`src/verilog/hbg_defines.svh`:
```
`ifndef HBG_DEFINES_SVH
`define HBG_DEFINES_SVH

// ==========================================================
// Timing base
`define HBG_CLK_PERIOD_NS 50

// ==========================================================
// Dead time
`define HBG_DT_W 8
`define HBG_DT_MIN_NS 80
`define HBG_DT_MIN_CYC \
  ((`HBG_DT_MIN_NS + `HBG_CLK_PERIOD_NS - 1) / `HBG_CLK_PERIOD_NS)

// ==========================================================
// Short-circuit shutdown delay
`define HBG_SC_W 8
`define HBG_SC_TIME_NS 11000
`define HBG_SC_CYC (`HBG_SC_TIME_NS / `HBG_CLK_PERIOD_NS)

// ==========================================================
// Reset values
`define HBG_GATE_RST 3'h0
`define HBG_STAGE_RST 6'h00

`endif

```
`src/verilog/hbg_pkg.sv`:
```
package hbg_pkg;

  // ========================================================
  // Command lines from the controller, one bit per leg
  typedef struct packed {
    logic [2:0] low_side_command_in;
    logic [2:0] high_side_command_in_n;
  } hbg_cmd_t;

  // ========================================================
  // Gate drive outputs, one bit per leg
  typedef struct packed {
    logic [2:0] low_gate_out;
    logic [2:0] high_gate_out;
  } hbg_gate_t;

  // Per-stage vector: bits 2:0 low stages, 5:3 high stages
  typedef logic [5:0] hbg_stage_t;

endpackage : hbg_pkg

```
`src/verilog/hbg_gate_logic.sv`:
```
`timescale 1ns/10ps
`include "hbg_defines.svh"

module hbg_gate_logic (
  input  wire logic              clk_i,                   // 20 MHz clock
  input  wire logic              resetn_i,                // Async reset
  input  wire hbg_pkg::hbg_cmd_t cmd_i,                   // Command pins
  input  wire logic              enable_threshold_line_i, // Enable level
  input  wire logic [7:0]        dead_time_set_pin_i,     // Dead time code
  input  wire hbg_pkg::hbg_stage_t uv_warn_i,             // UV warning
  input  wire hbg_pkg::hbg_stage_t uv_shut_i,             // UV shutdown
  input  wire hbg_pkg::hbg_stage_t sc_detect_i,           // Desat sense
  output logic                   pump_step_o,             // Pump pulse
  output hbg_pkg::hbg_gate_t     gate_o,                  // Gate drives
  output logic                   fault_o,                 // Error pin
  output logic                   sc_error_o               // SC latched
);
  import hbg_pkg::*;

  // ========================================================
  // Helpers

  // Dead time load value, never below the minimum setting
  // Codes under the minimum would let partner gates overlap
  function automatic logic [`HBG_DT_W-1:0] dt_load(
    input logic [`HBG_DT_W-1:0] code
  );
    logic [`HBG_DT_W-1:0] min_v;
    min_v = `HBG_DT_W'(`HBG_DT_MIN_CYC);
    dt_load = (code < min_v) ? min_v : code;
  endfunction : dt_load

  // Any change between two samples of a line
  // Either direction counts, for resync and edge views
  function automatic logic edge_of(
    input logic now_v,
    input logic old_v
  );
    edge_of = now_v ^ old_v;
  endfunction : edge_of

  // Stage-ordered view of a command word, high lines on top
  function automatic hbg_stage_t stage_view(
    input hbg_cmd_t c
  );
    stage_view = {c.high_side_command_in_n, c.low_side_command_in};
  endfunction : stage_view

  // ========================================================
  // Input synchronisers
  hbg_cmd_t             cmd_s1_q;
  hbg_cmd_t             cmd_s2_q;
  hbg_cmd_t             cmd_old_q;
  logic                 en_s1_q;
  logic                 en_s2_q;
  logic [`HBG_DT_W-1:0] dt_s1_q;
  logic [`HBG_DT_W-1:0] dt_s2_q;
  hbg_stage_t           uvw_s1_q;
  hbg_stage_t           uvw_s2_q;
  hbg_stage_t           uvs_s1_q;
  hbg_stage_t           uvs_s2_q;
  hbg_stage_t           scd_s1_q;
  hbg_stage_t           scd_s2_q;

  // Two flops on every pin before any logic reads it
  // The dead time code is a static level but still a pin,
  // so it is synchronised like the command lines.
  // cmd_old_q keeps the previous settled command for edges.
  always_ff @(posedge clk_i or negedge resetn_i) begin
    if (!resetn_i) begin
      cmd_s1_q  <= '0;
      cmd_s2_q  <= '0;
      cmd_old_q <= '0;
      en_s1_q   <= 1'b0;
      en_s2_q   <= 1'b0;
      dt_s1_q   <= '0;
      dt_s2_q   <= '0;
      uvw_s1_q  <= `HBG_STAGE_RST;
      uvw_s2_q  <= `HBG_STAGE_RST;
      uvs_s1_q  <= `HBG_STAGE_RST;
      uvs_s2_q  <= `HBG_STAGE_RST;
      scd_s1_q  <= `HBG_STAGE_RST;
      scd_s2_q  <= `HBG_STAGE_RST;
    end else begin
      cmd_s1_q  <= cmd_i;
      cmd_s2_q  <= cmd_s1_q;
      cmd_old_q <= cmd_s2_q;
      en_s1_q   <= enable_threshold_line_i;
      en_s2_q   <= en_s1_q;
      dt_s1_q   <= dead_time_set_pin_i;
      dt_s2_q   <= dt_s1_q;
      uvw_s1_q  <= uv_warn_i;
      uvw_s2_q  <= uvw_s1_q;
      uvs_s1_q  <= uv_shut_i;
      uvs_s2_q  <= uvs_s1_q;
      scd_s1_q  <= sc_detect_i;
      scd_s2_q  <= scd_s1_q;
    end
  end

  // Stage-ordered views of the synchronised commands
  hbg_stage_t cmd_now;
  hbg_stage_t cmd_old;
  hbg_stage_t cmd_edge;

  assign cmd_now = stage_view(cmd_s2_q);
  assign cmd_old = stage_view(cmd_old_q);

  // Edge flags per stage
  always_comb begin
    for (int s = 0; s < 6; s++) begin
      cmd_edge[s] = edge_of(cmd_now[s], cmd_old[s]);
    end
  end

  // ========================================================
  // Leg control: lockout, dead time, base gate state
  logic [2:0]           tgt_lo_q;
  logic [2:0]           tgt_hi_q;
  logic [2:0]           tgt_lo_d;
  logic [2:0]           tgt_hi_d;
  logic [2:0]           base_lo_q;
  logic [2:0]           base_hi_q;
  logic [2:0]           base_lo_d;
  logic [2:0]           base_hi_d;
  logic [`HBG_DT_W-1:0] cnt_q [3];
  logic [`HBG_DT_W-1:0] cnt_d [3];

  // Targets follow the commands unless both would be on;
  // the base state is the gate level before stage masking.
  // A gate may only rise with its leg counter idle and its
  // partner already off, so two gates can never overlap.
  always_comb begin
    logic want_lo;
    logic want_hi;
    logic quiet;
    want_lo = 1'b0;
    want_hi = 1'b0;
    quiet   = 1'b0;
    for (int i = 0; i < 3; i++) begin
      want_lo = cmd_s2_q.low_side_command_in[i];
      want_hi = ~cmd_s2_q.high_side_command_in_n[i];
      // Old target is kept, so a glitch cannot flip the leg
      // both-on request ignored
      if (want_lo && want_hi) begin
        tgt_lo_d[i] = tgt_lo_q[i];
        tgt_hi_d[i] = tgt_hi_q[i];
      end else begin
        tgt_lo_d[i] = want_lo;
        tgt_hi_d[i] = want_hi;
      end
      quiet = (cnt_q[i] == '0);
      base_lo_d[i] = tgt_lo_d[i] &
                     (base_lo_q[i] | (quiet & ~base_hi_q[i]));
      base_hi_d[i] = tgt_hi_d[i] &
                     (base_hi_q[i] | (quiet & ~base_lo_q[i]));
      // Checked last so nothing above can override it
      // disabled leg held off
      if (!en_s2_q) begin
        base_lo_d[i] = 1'b0;
        base_hi_d[i] = 1'b0;
      end
      // Load one below the code: the partner rises on the edge
      // after the count reaches zero, so the gap between the
      // falling and the rising gate is the code, but never less than the minimum.
      // reload per-leg down-counter
      // only turn-off reloads, close edges merge
      if ((base_lo_q[i] & ~base_lo_d[i]) |
          (base_hi_q[i] & ~base_hi_d[i])) begin
        cnt_d[i] = dt_load(dt_s2_q) - `HBG_DT_W'(1);
      end else if (!quiet) begin
        cnt_d[i] = cnt_q[i] - `HBG_DT_W'(1);
      end else begin
        cnt_d[i] = cnt_q[i];
      end
    end
  end

  // Leg state registers
  always_ff @(posedge clk_i or negedge resetn_i) begin
    if (!resetn_i) begin
      tgt_lo_q  <= `HBG_GATE_RST;
      tgt_hi_q  <= `HBG_GATE_RST;
      base_lo_q <= `HBG_GATE_RST;
      base_hi_q <= `HBG_GATE_RST;
      for (int i = 0; i < 3; i++) begin
        cnt_q[i] <= '0;
      end
    end else begin
      tgt_lo_q  <= tgt_lo_d;
      tgt_hi_q  <= tgt_hi_d;
      base_lo_q <= base_lo_d;
      base_hi_q <= base_hi_d;
      for (int i = 0; i < 3; i++) begin
        cnt_q[i] <= cnt_d[i];
      end
    end
  end

  // ========================================================
  // Stage supervision: resync, short-circuit, outputs
  hbg_stage_t           rsy_q;
  hbg_stage_t           rsy_d;
  hbg_stage_t           gate_q;
  hbg_stage_t           gate_d;
  logic [`HBG_SC_W-1:0] sc_cnt_q;
  logic [`HBG_SC_W-1:0] sc_cnt_d;
  logic                 sc_lat_q;
  logic                 sc_lat_d;
  logic                 fault_q;
  logic                 fault_d;
  logic                 pump_q;
  logic                 pump_d;

  // Next state of the supervision flops; a shut stage stays
  // masked until its own pin moves, so a recovered supply
  // cannot restart a stale half-period on its own.
  always_comb begin
    logic sc_act;
    sc_act = 1'b0;
    // pending until next command edge, set wins
    rsy_d = uvs_s2_q | (rsy_q & ~cmd_edge);
    // stage off while shut or pending
    // warning does not gate the outputs
    gate_d = {base_hi_d, base_lo_d} & ~uvs_s2_q & ~rsy_d;
    // latched fault turns all six off
    if (sc_lat_q) begin
      gate_d = `HBG_STAGE_RST;
    end
    sc_act = |(scd_s2_q & gate_q & ~uvs_s2_q);
    // Only driven, unshut stages count; any gap restarts the
    // count, so a brief desaturation never latches.
    // count persisting short-circuit
    if (!en_s2_q || !sc_act) begin
      sc_cnt_d = '0;
    end else if (sc_cnt_q != `HBG_SC_W'(`HBG_SC_CYC)) begin
      sc_cnt_d = sc_cnt_q + `HBG_SC_W'(1);
    end else begin
      sc_cnt_d = sc_cnt_q;
    end
    // latch on expiry; disable clears it
    sc_lat_d = en_s2_q &
               (sc_lat_q |
                (sc_act &&
                 sc_cnt_q == `HBG_SC_W'(`HBG_SC_CYC - 1)));
    fault_d = (|uvw_s2_q) | (|uvs_s2_q) | sc_lat_d;
    // A static low command gives no steps at all
    // pump steps on low-side turn-on only
    pump_d = |(cmd_now[2:0] & ~cmd_old[2:0]);
  end

  // Supervision registers
  always_ff @(posedge clk_i or negedge resetn_i) begin
    if (!resetn_i) begin
      rsy_q    <= `HBG_STAGE_RST;
      gate_q   <= `HBG_STAGE_RST;
      sc_cnt_q <= '0;
      sc_lat_q <= 1'b0;
      fault_q  <= 1'b0;
      pump_q   <= 1'b0;
    end else begin
      rsy_q    <= rsy_d;
      gate_q   <= gate_d;
      sc_cnt_q <= sc_cnt_d;
      sc_lat_q <= sc_lat_d;
      fault_q  <= fault_d;
      pump_q   <= pump_d;
    end
  end

  // ========================================================
  // Outputs straight from flops
  // so no pin glitches while the next state settles
  assign gate_o.low_gate_out  = gate_q[2:0];
  assign gate_o.high_gate_out = gate_q[5:3];
  assign fault_o              = fault_q;
  assign sc_error_o           = sc_lat_q;
  assign pump_step_o          = pump_q;

endmodule : hbg_gate_logic

```
`config.mk`:
```
export PLATFORM = sky130hd
export DESIGN_NAME = hbg_gate_logic
export DESIGN_NICKNAME = d
export VERILOG_FILES = /design/src/verilog/hbg_pkg.sv /design/src/verilog/hbg_gate_logic.sv
export VERILOG_INCLUDE_DIRS = /design/src /design/src/verilog
export SDC_FILE = /design/constraint.sdc
export NUM_CORES = 1
export LEC_CHECK = 0
export BUFFER_PORTS_ARGS = -buffer_cell sky130_fd_sc_hd__buf_2
export CAP_MARGIN = 25
export CORE_MARGIN = 4
export CORE_UTILIZATION = 50
export DETAILED_ROUTE_END_ITERATION = 8
export GPL_TIMING_DRIVEN = 0
export MAX_ROUTING_LAYER = met4
export PLACE_DENSITY = 0.66
export RECOVER_POWER = 25
export SYNTH_ARGS = -nofsm -noshare
export SYNTH_HDL_FRONTEND = slang
export SYNTH_SLANG_ARGS = --single-unit
```
`constraint.sdc`:
```
create_clock -name clk_i -period 5.2 [get_ports clk_i]
set_input_delay 0.78 -clock clk_i [delete_from_list [all_inputs] [get_ports clk_i]]
set_output_delay 0.78 -clock clk_i [all_outputs]
set_load 0.1 [all_outputs]
```
==> impl_results.md <==
* TritonCTS buffer count at 17
* Setup violation total in the final timing report at 0
* Detailed Route Iter0 Violations at about 130
* CTS tree: yes
* Xor/xnor cell area share of the yosys netlist at 0.0354
* All-Layer GR Usage at 0.178
* Type of element capturing the critical path: register
* Worst hold-check slack at roughly 0.35 ns
* Cell leakage power at between 2 and 3 nW
* Final worst-path cycle share at 0.529
* Number of top-level pins at 44
* Mapped Nets at 420
* Vias in the first global route at ~3000
* First-pass iteration count of the detailed router at 4
* Ranking of synthesized cells by area: sky130_fd_sc_hd__dfrtp_1 66%, sky130_fd_sc_hd__mux2i_1 5.1%, sky130_fd_sc_hd__ha_1 3.0%
* Tightest slew margin relative to the limit at -0.404
* Initial antenna violation count at 0
* Number of synthesized flops with an enable pin at 0
* Total wire length at a little under 9 mm
* Total negative slack at 0 ns
* Area share of the largest cell type after synthesis at 0.663
* Leading area contributor after synthesis: sky130_fd_sc_hd__dfrtp_1
* Wire length of the first global-routing pass at between 10 and 15 mm
* Worst-case clock buffer depth at 2
* Power density over the cells at about 500 nW/um^2
* IR drop worst, VDD at around 0.38 mV
* Per-cell routed wire length at about 15 um
* Clock Sinks at between 100 and 150
* Hold buffer count at cts at 0
* Kind of path behind the tightest hold check: register to register
* Clock tree root buffer cell: sky130_fd_sc_hd__clkbuf_8
* Antenna Violating Nets Remaining at 0
* MaxCap Viol Count at 1
* Time the final worst path needs with I/O delays and setup at ~2.7 ns
* Register clock-pin slew on the reported worst setup and hold paths at roughly 0.060 ns
* Floorplan die area at approximately 12000 sq um
* Largest family of logic cells by synthesized area: simple AND/OR/NAND/NOR gates
* Adder-Cell Fraction of Synth Area at 0.0304
* Die width at 107 um
* # port buffers at 43
* Violations in the final reports: capacitance limit, slew limit
* Multiplexer share of the synthesized area at 0.0651
* Syn-to-layout area delta at 20.8%
* Run status: complete, but fails checks
* Pin count of the biggest net entering global routing at 94
* Most common flop cell mapped by yosys: sky130_fd_sc_hd__dfrtp_1
* Syn Area/Cell at between 10 and 15 sq um
* Tightest Pin Transition at ~2.1 ns
* Final GP Congestion at 0.796
* Count of yosys warnings during synthesis at 0
* Synth unique cells at 47
* Crit path kind: register to register
* Simple-gate share of the synthesized area at 0.109
* Antenna cell count at 0
* Proportion of synthesized chip area in sequential cells at 0.663
* Number of standard-cell rows in the floorplan at 36
* Estimated wirelength of the detail-placed design at roughly 6.0 mm
* Hold Violations, Final at 0
* Residual DRC count at 0
* Filler Cell Count at 747
* Proportion of layout cells with a drive suffix above 1 at 0.213
* GRT Residual Overflow at 0
* H-tree depth at 4
* Worst-case clock skew at around 0.0064 ns
* Synth Area in Compound Gates at 0.0770
* Area of the placeable core at 9680 sq um
* Setup repair after global routing missed its margin: no
* Number of max-slew violations in the final report at 39
* Register bit count reported by yosys at 131
* Setup fix buffers added after clock tree synthesis at 0
* Crit-path max FO at 4
* Startpoint kind of the worst setup timing path: register
* Detail-routed via count per cell at between 5 and 6
* Synthesized instance count at 373
* Vias after detailed routing at between 2000 and 3000
* Post-synth top cells: 131 x sky130_fd_sc_hd__dfrtp_1, 30 x sky130_fd_sc_hd__nand2_1, 25 x sky130_fd_sc_hd__mux2i_1
* Clock latency of the later-clocked register in the worst-skew pair at 0.52 ns
* Initial standard-cell utilization of the core at 0.510
* Asr flop ratio synth at 1.00
* Total standard cell area after synthesis at 4940 sq um
* Final nets at 485
* Maximum frequency from static timing analysis at 364 MHz
* Most instantiated library cell after synthesis: sky130_fd_sc_hd__dfrtp_1
* Arrival time of the worst setup path at about 3.1 ns
* Floorplan die height at between 100 and 150 um
* CTS resizes at 0
* Endpoint required time on the critical path at between 5 and 6 ns
placed cells by master, fill, tap and decap left out, drive strengths merged, types with 4 or more instances in the layout:
| cell type | count |
|---|---|
| nor3b | 6 |
| a31oi | 5 |
| o21ai | 4 |
| xnor2 | 10 |
| a21oi | 10 |
| inv | 27 |
| ha | 12 |
| mux2i | 25 |
| mux2 | 6 |
| dfrtp | 131 |
| a21o | 6 |
| o22ai | 6 |
| nor4 | 15 |
| xor2 | 10 |
| clkbuf | 22 |
| nor2 | 21 |
| nor3 | 7 |
| buf | 46 |
| nand2 | 30 |
| o21a | 5 |
worst paths after layout:
kind | from | to | slack [ns] | cells after the start
worst max-delay path | dt_s2_q[4] | cnt_q[14] | 2.45 | 7
worst min-delay path | uvs_s1_q[4] | uvs_s2_q[4] | 0.35 | 0
worst max register to register | dt_s2_q[4] | cnt_q[14] | 2.45 | 7
worst min register to register | uvs_s1_q[4] | uvs_s2_q[4] | 0.35 | 0
max in group asynchronous | resetn_i | dt_s2_q[0] | 3.09 | 2
min in group asynchronous | resetn_i | sc_cnt_q[3] | 0.86 | 1
final cells by class:
cell class                      count  area, sq um  share of cell area
Buffer                              5         26.3             0.00440
Multi-Input combinational cell    218         1570               0.262
Inverter                           19         71.3              0.0119
Clock buffer                       17          414              0.0694
Timing Repair Buffer               46          251              0.0421
Tap cell                          133          166              0.0279
Clock inverter                     15          195              0.0327
Sequential cell                   131         3280               0.549
worst max-delay path, cell delays in order, from the launching register on:
cell and delay, ns:
sky130_fd_sc_hd__dfrtp_1 0.41, sky130_fd_sc_hd__nor4_1 0.56, sky130_fd_sc_hd__nand2_1 0.12, sky130_fd_sc_hd__o21ai_0 0.55
sky130_fd_sc_hd__ha_1 0.32, sky130_fd_sc_hd__nand2_1 0.09, sky130_fd_sc_hd__xor2_1 0.37, sky130_fd_sc_hd__o22ai_1 0.18
report_power, final:
group	internal [W]	leakage, nW	switching, W	total [W]
clock network	0.000745	0.293	0.000466	0.00121
registers	0.00116	1.58	0.000115	0.00127
logic	0.000237	0.834	0.000242	0.000479
cells by family (layout without fill, tap and decap cells):
| family | Yosys count | after routing |
|---|---|---|
| buf+inv | 24 | 102 |
| simple gates | 101 | 101 |
| xor+xnor | 20 | 20 |
| mux | 31 | 31 |
| fa+ha+maj | 12 | 12 |
| compound gates | 54 | 54 |
| flops | 131 | 131 |
state kept, by name, summed over array words and instances (netlist names), 6 cells and up:
name      count
cmd_s1_q      6
uvs_s1_q      6
cmd_now       6
dt_s1_q       8
uvw_s2_q      6
scd_s2_q      6
uvw_s1_q      6
uvs_s2_q      6
gate_q        6
rsy_q         6
cmd_old       6
cnt_q        24
scd_s1_q      6
sc_cnt_q      8
dt_s2_q       8
metal layers:
| layer | global-route usage | wire, um | vias up | part of all wire |
|---|---|---|---|---|
| li1 | - | - | 1448 | - |
| met3 | 0.0660 | 429 | 11 | 0.049 |
| met2 | 0.258 | 4200 | 50 | 0.48 |
| met5 | - | 0 | - | 0 |
| met4 | 0.0667 | 122 | 0 | 0.014 |
| met1 | 0.231 | 4080 | 1485 | 0.46 |
per-stage QoR:
stage	total power [W]	utilization	instance area, sq um	instances	setup slack [ns]
final	0.00296	0.616	5970	584	2.45
after global routing	0.00314	0.616	5970	584	2.21
after CTS	0.00300	0.616	5970	582	2.47
after detailed placement	0.00176	0.553	5360	550	2.58
after global placement	0.00173	0.550	5320	549	1.75
after floorplan	0.00163	-	4940	373	3.17
Power figures use the tool's default switching activity.
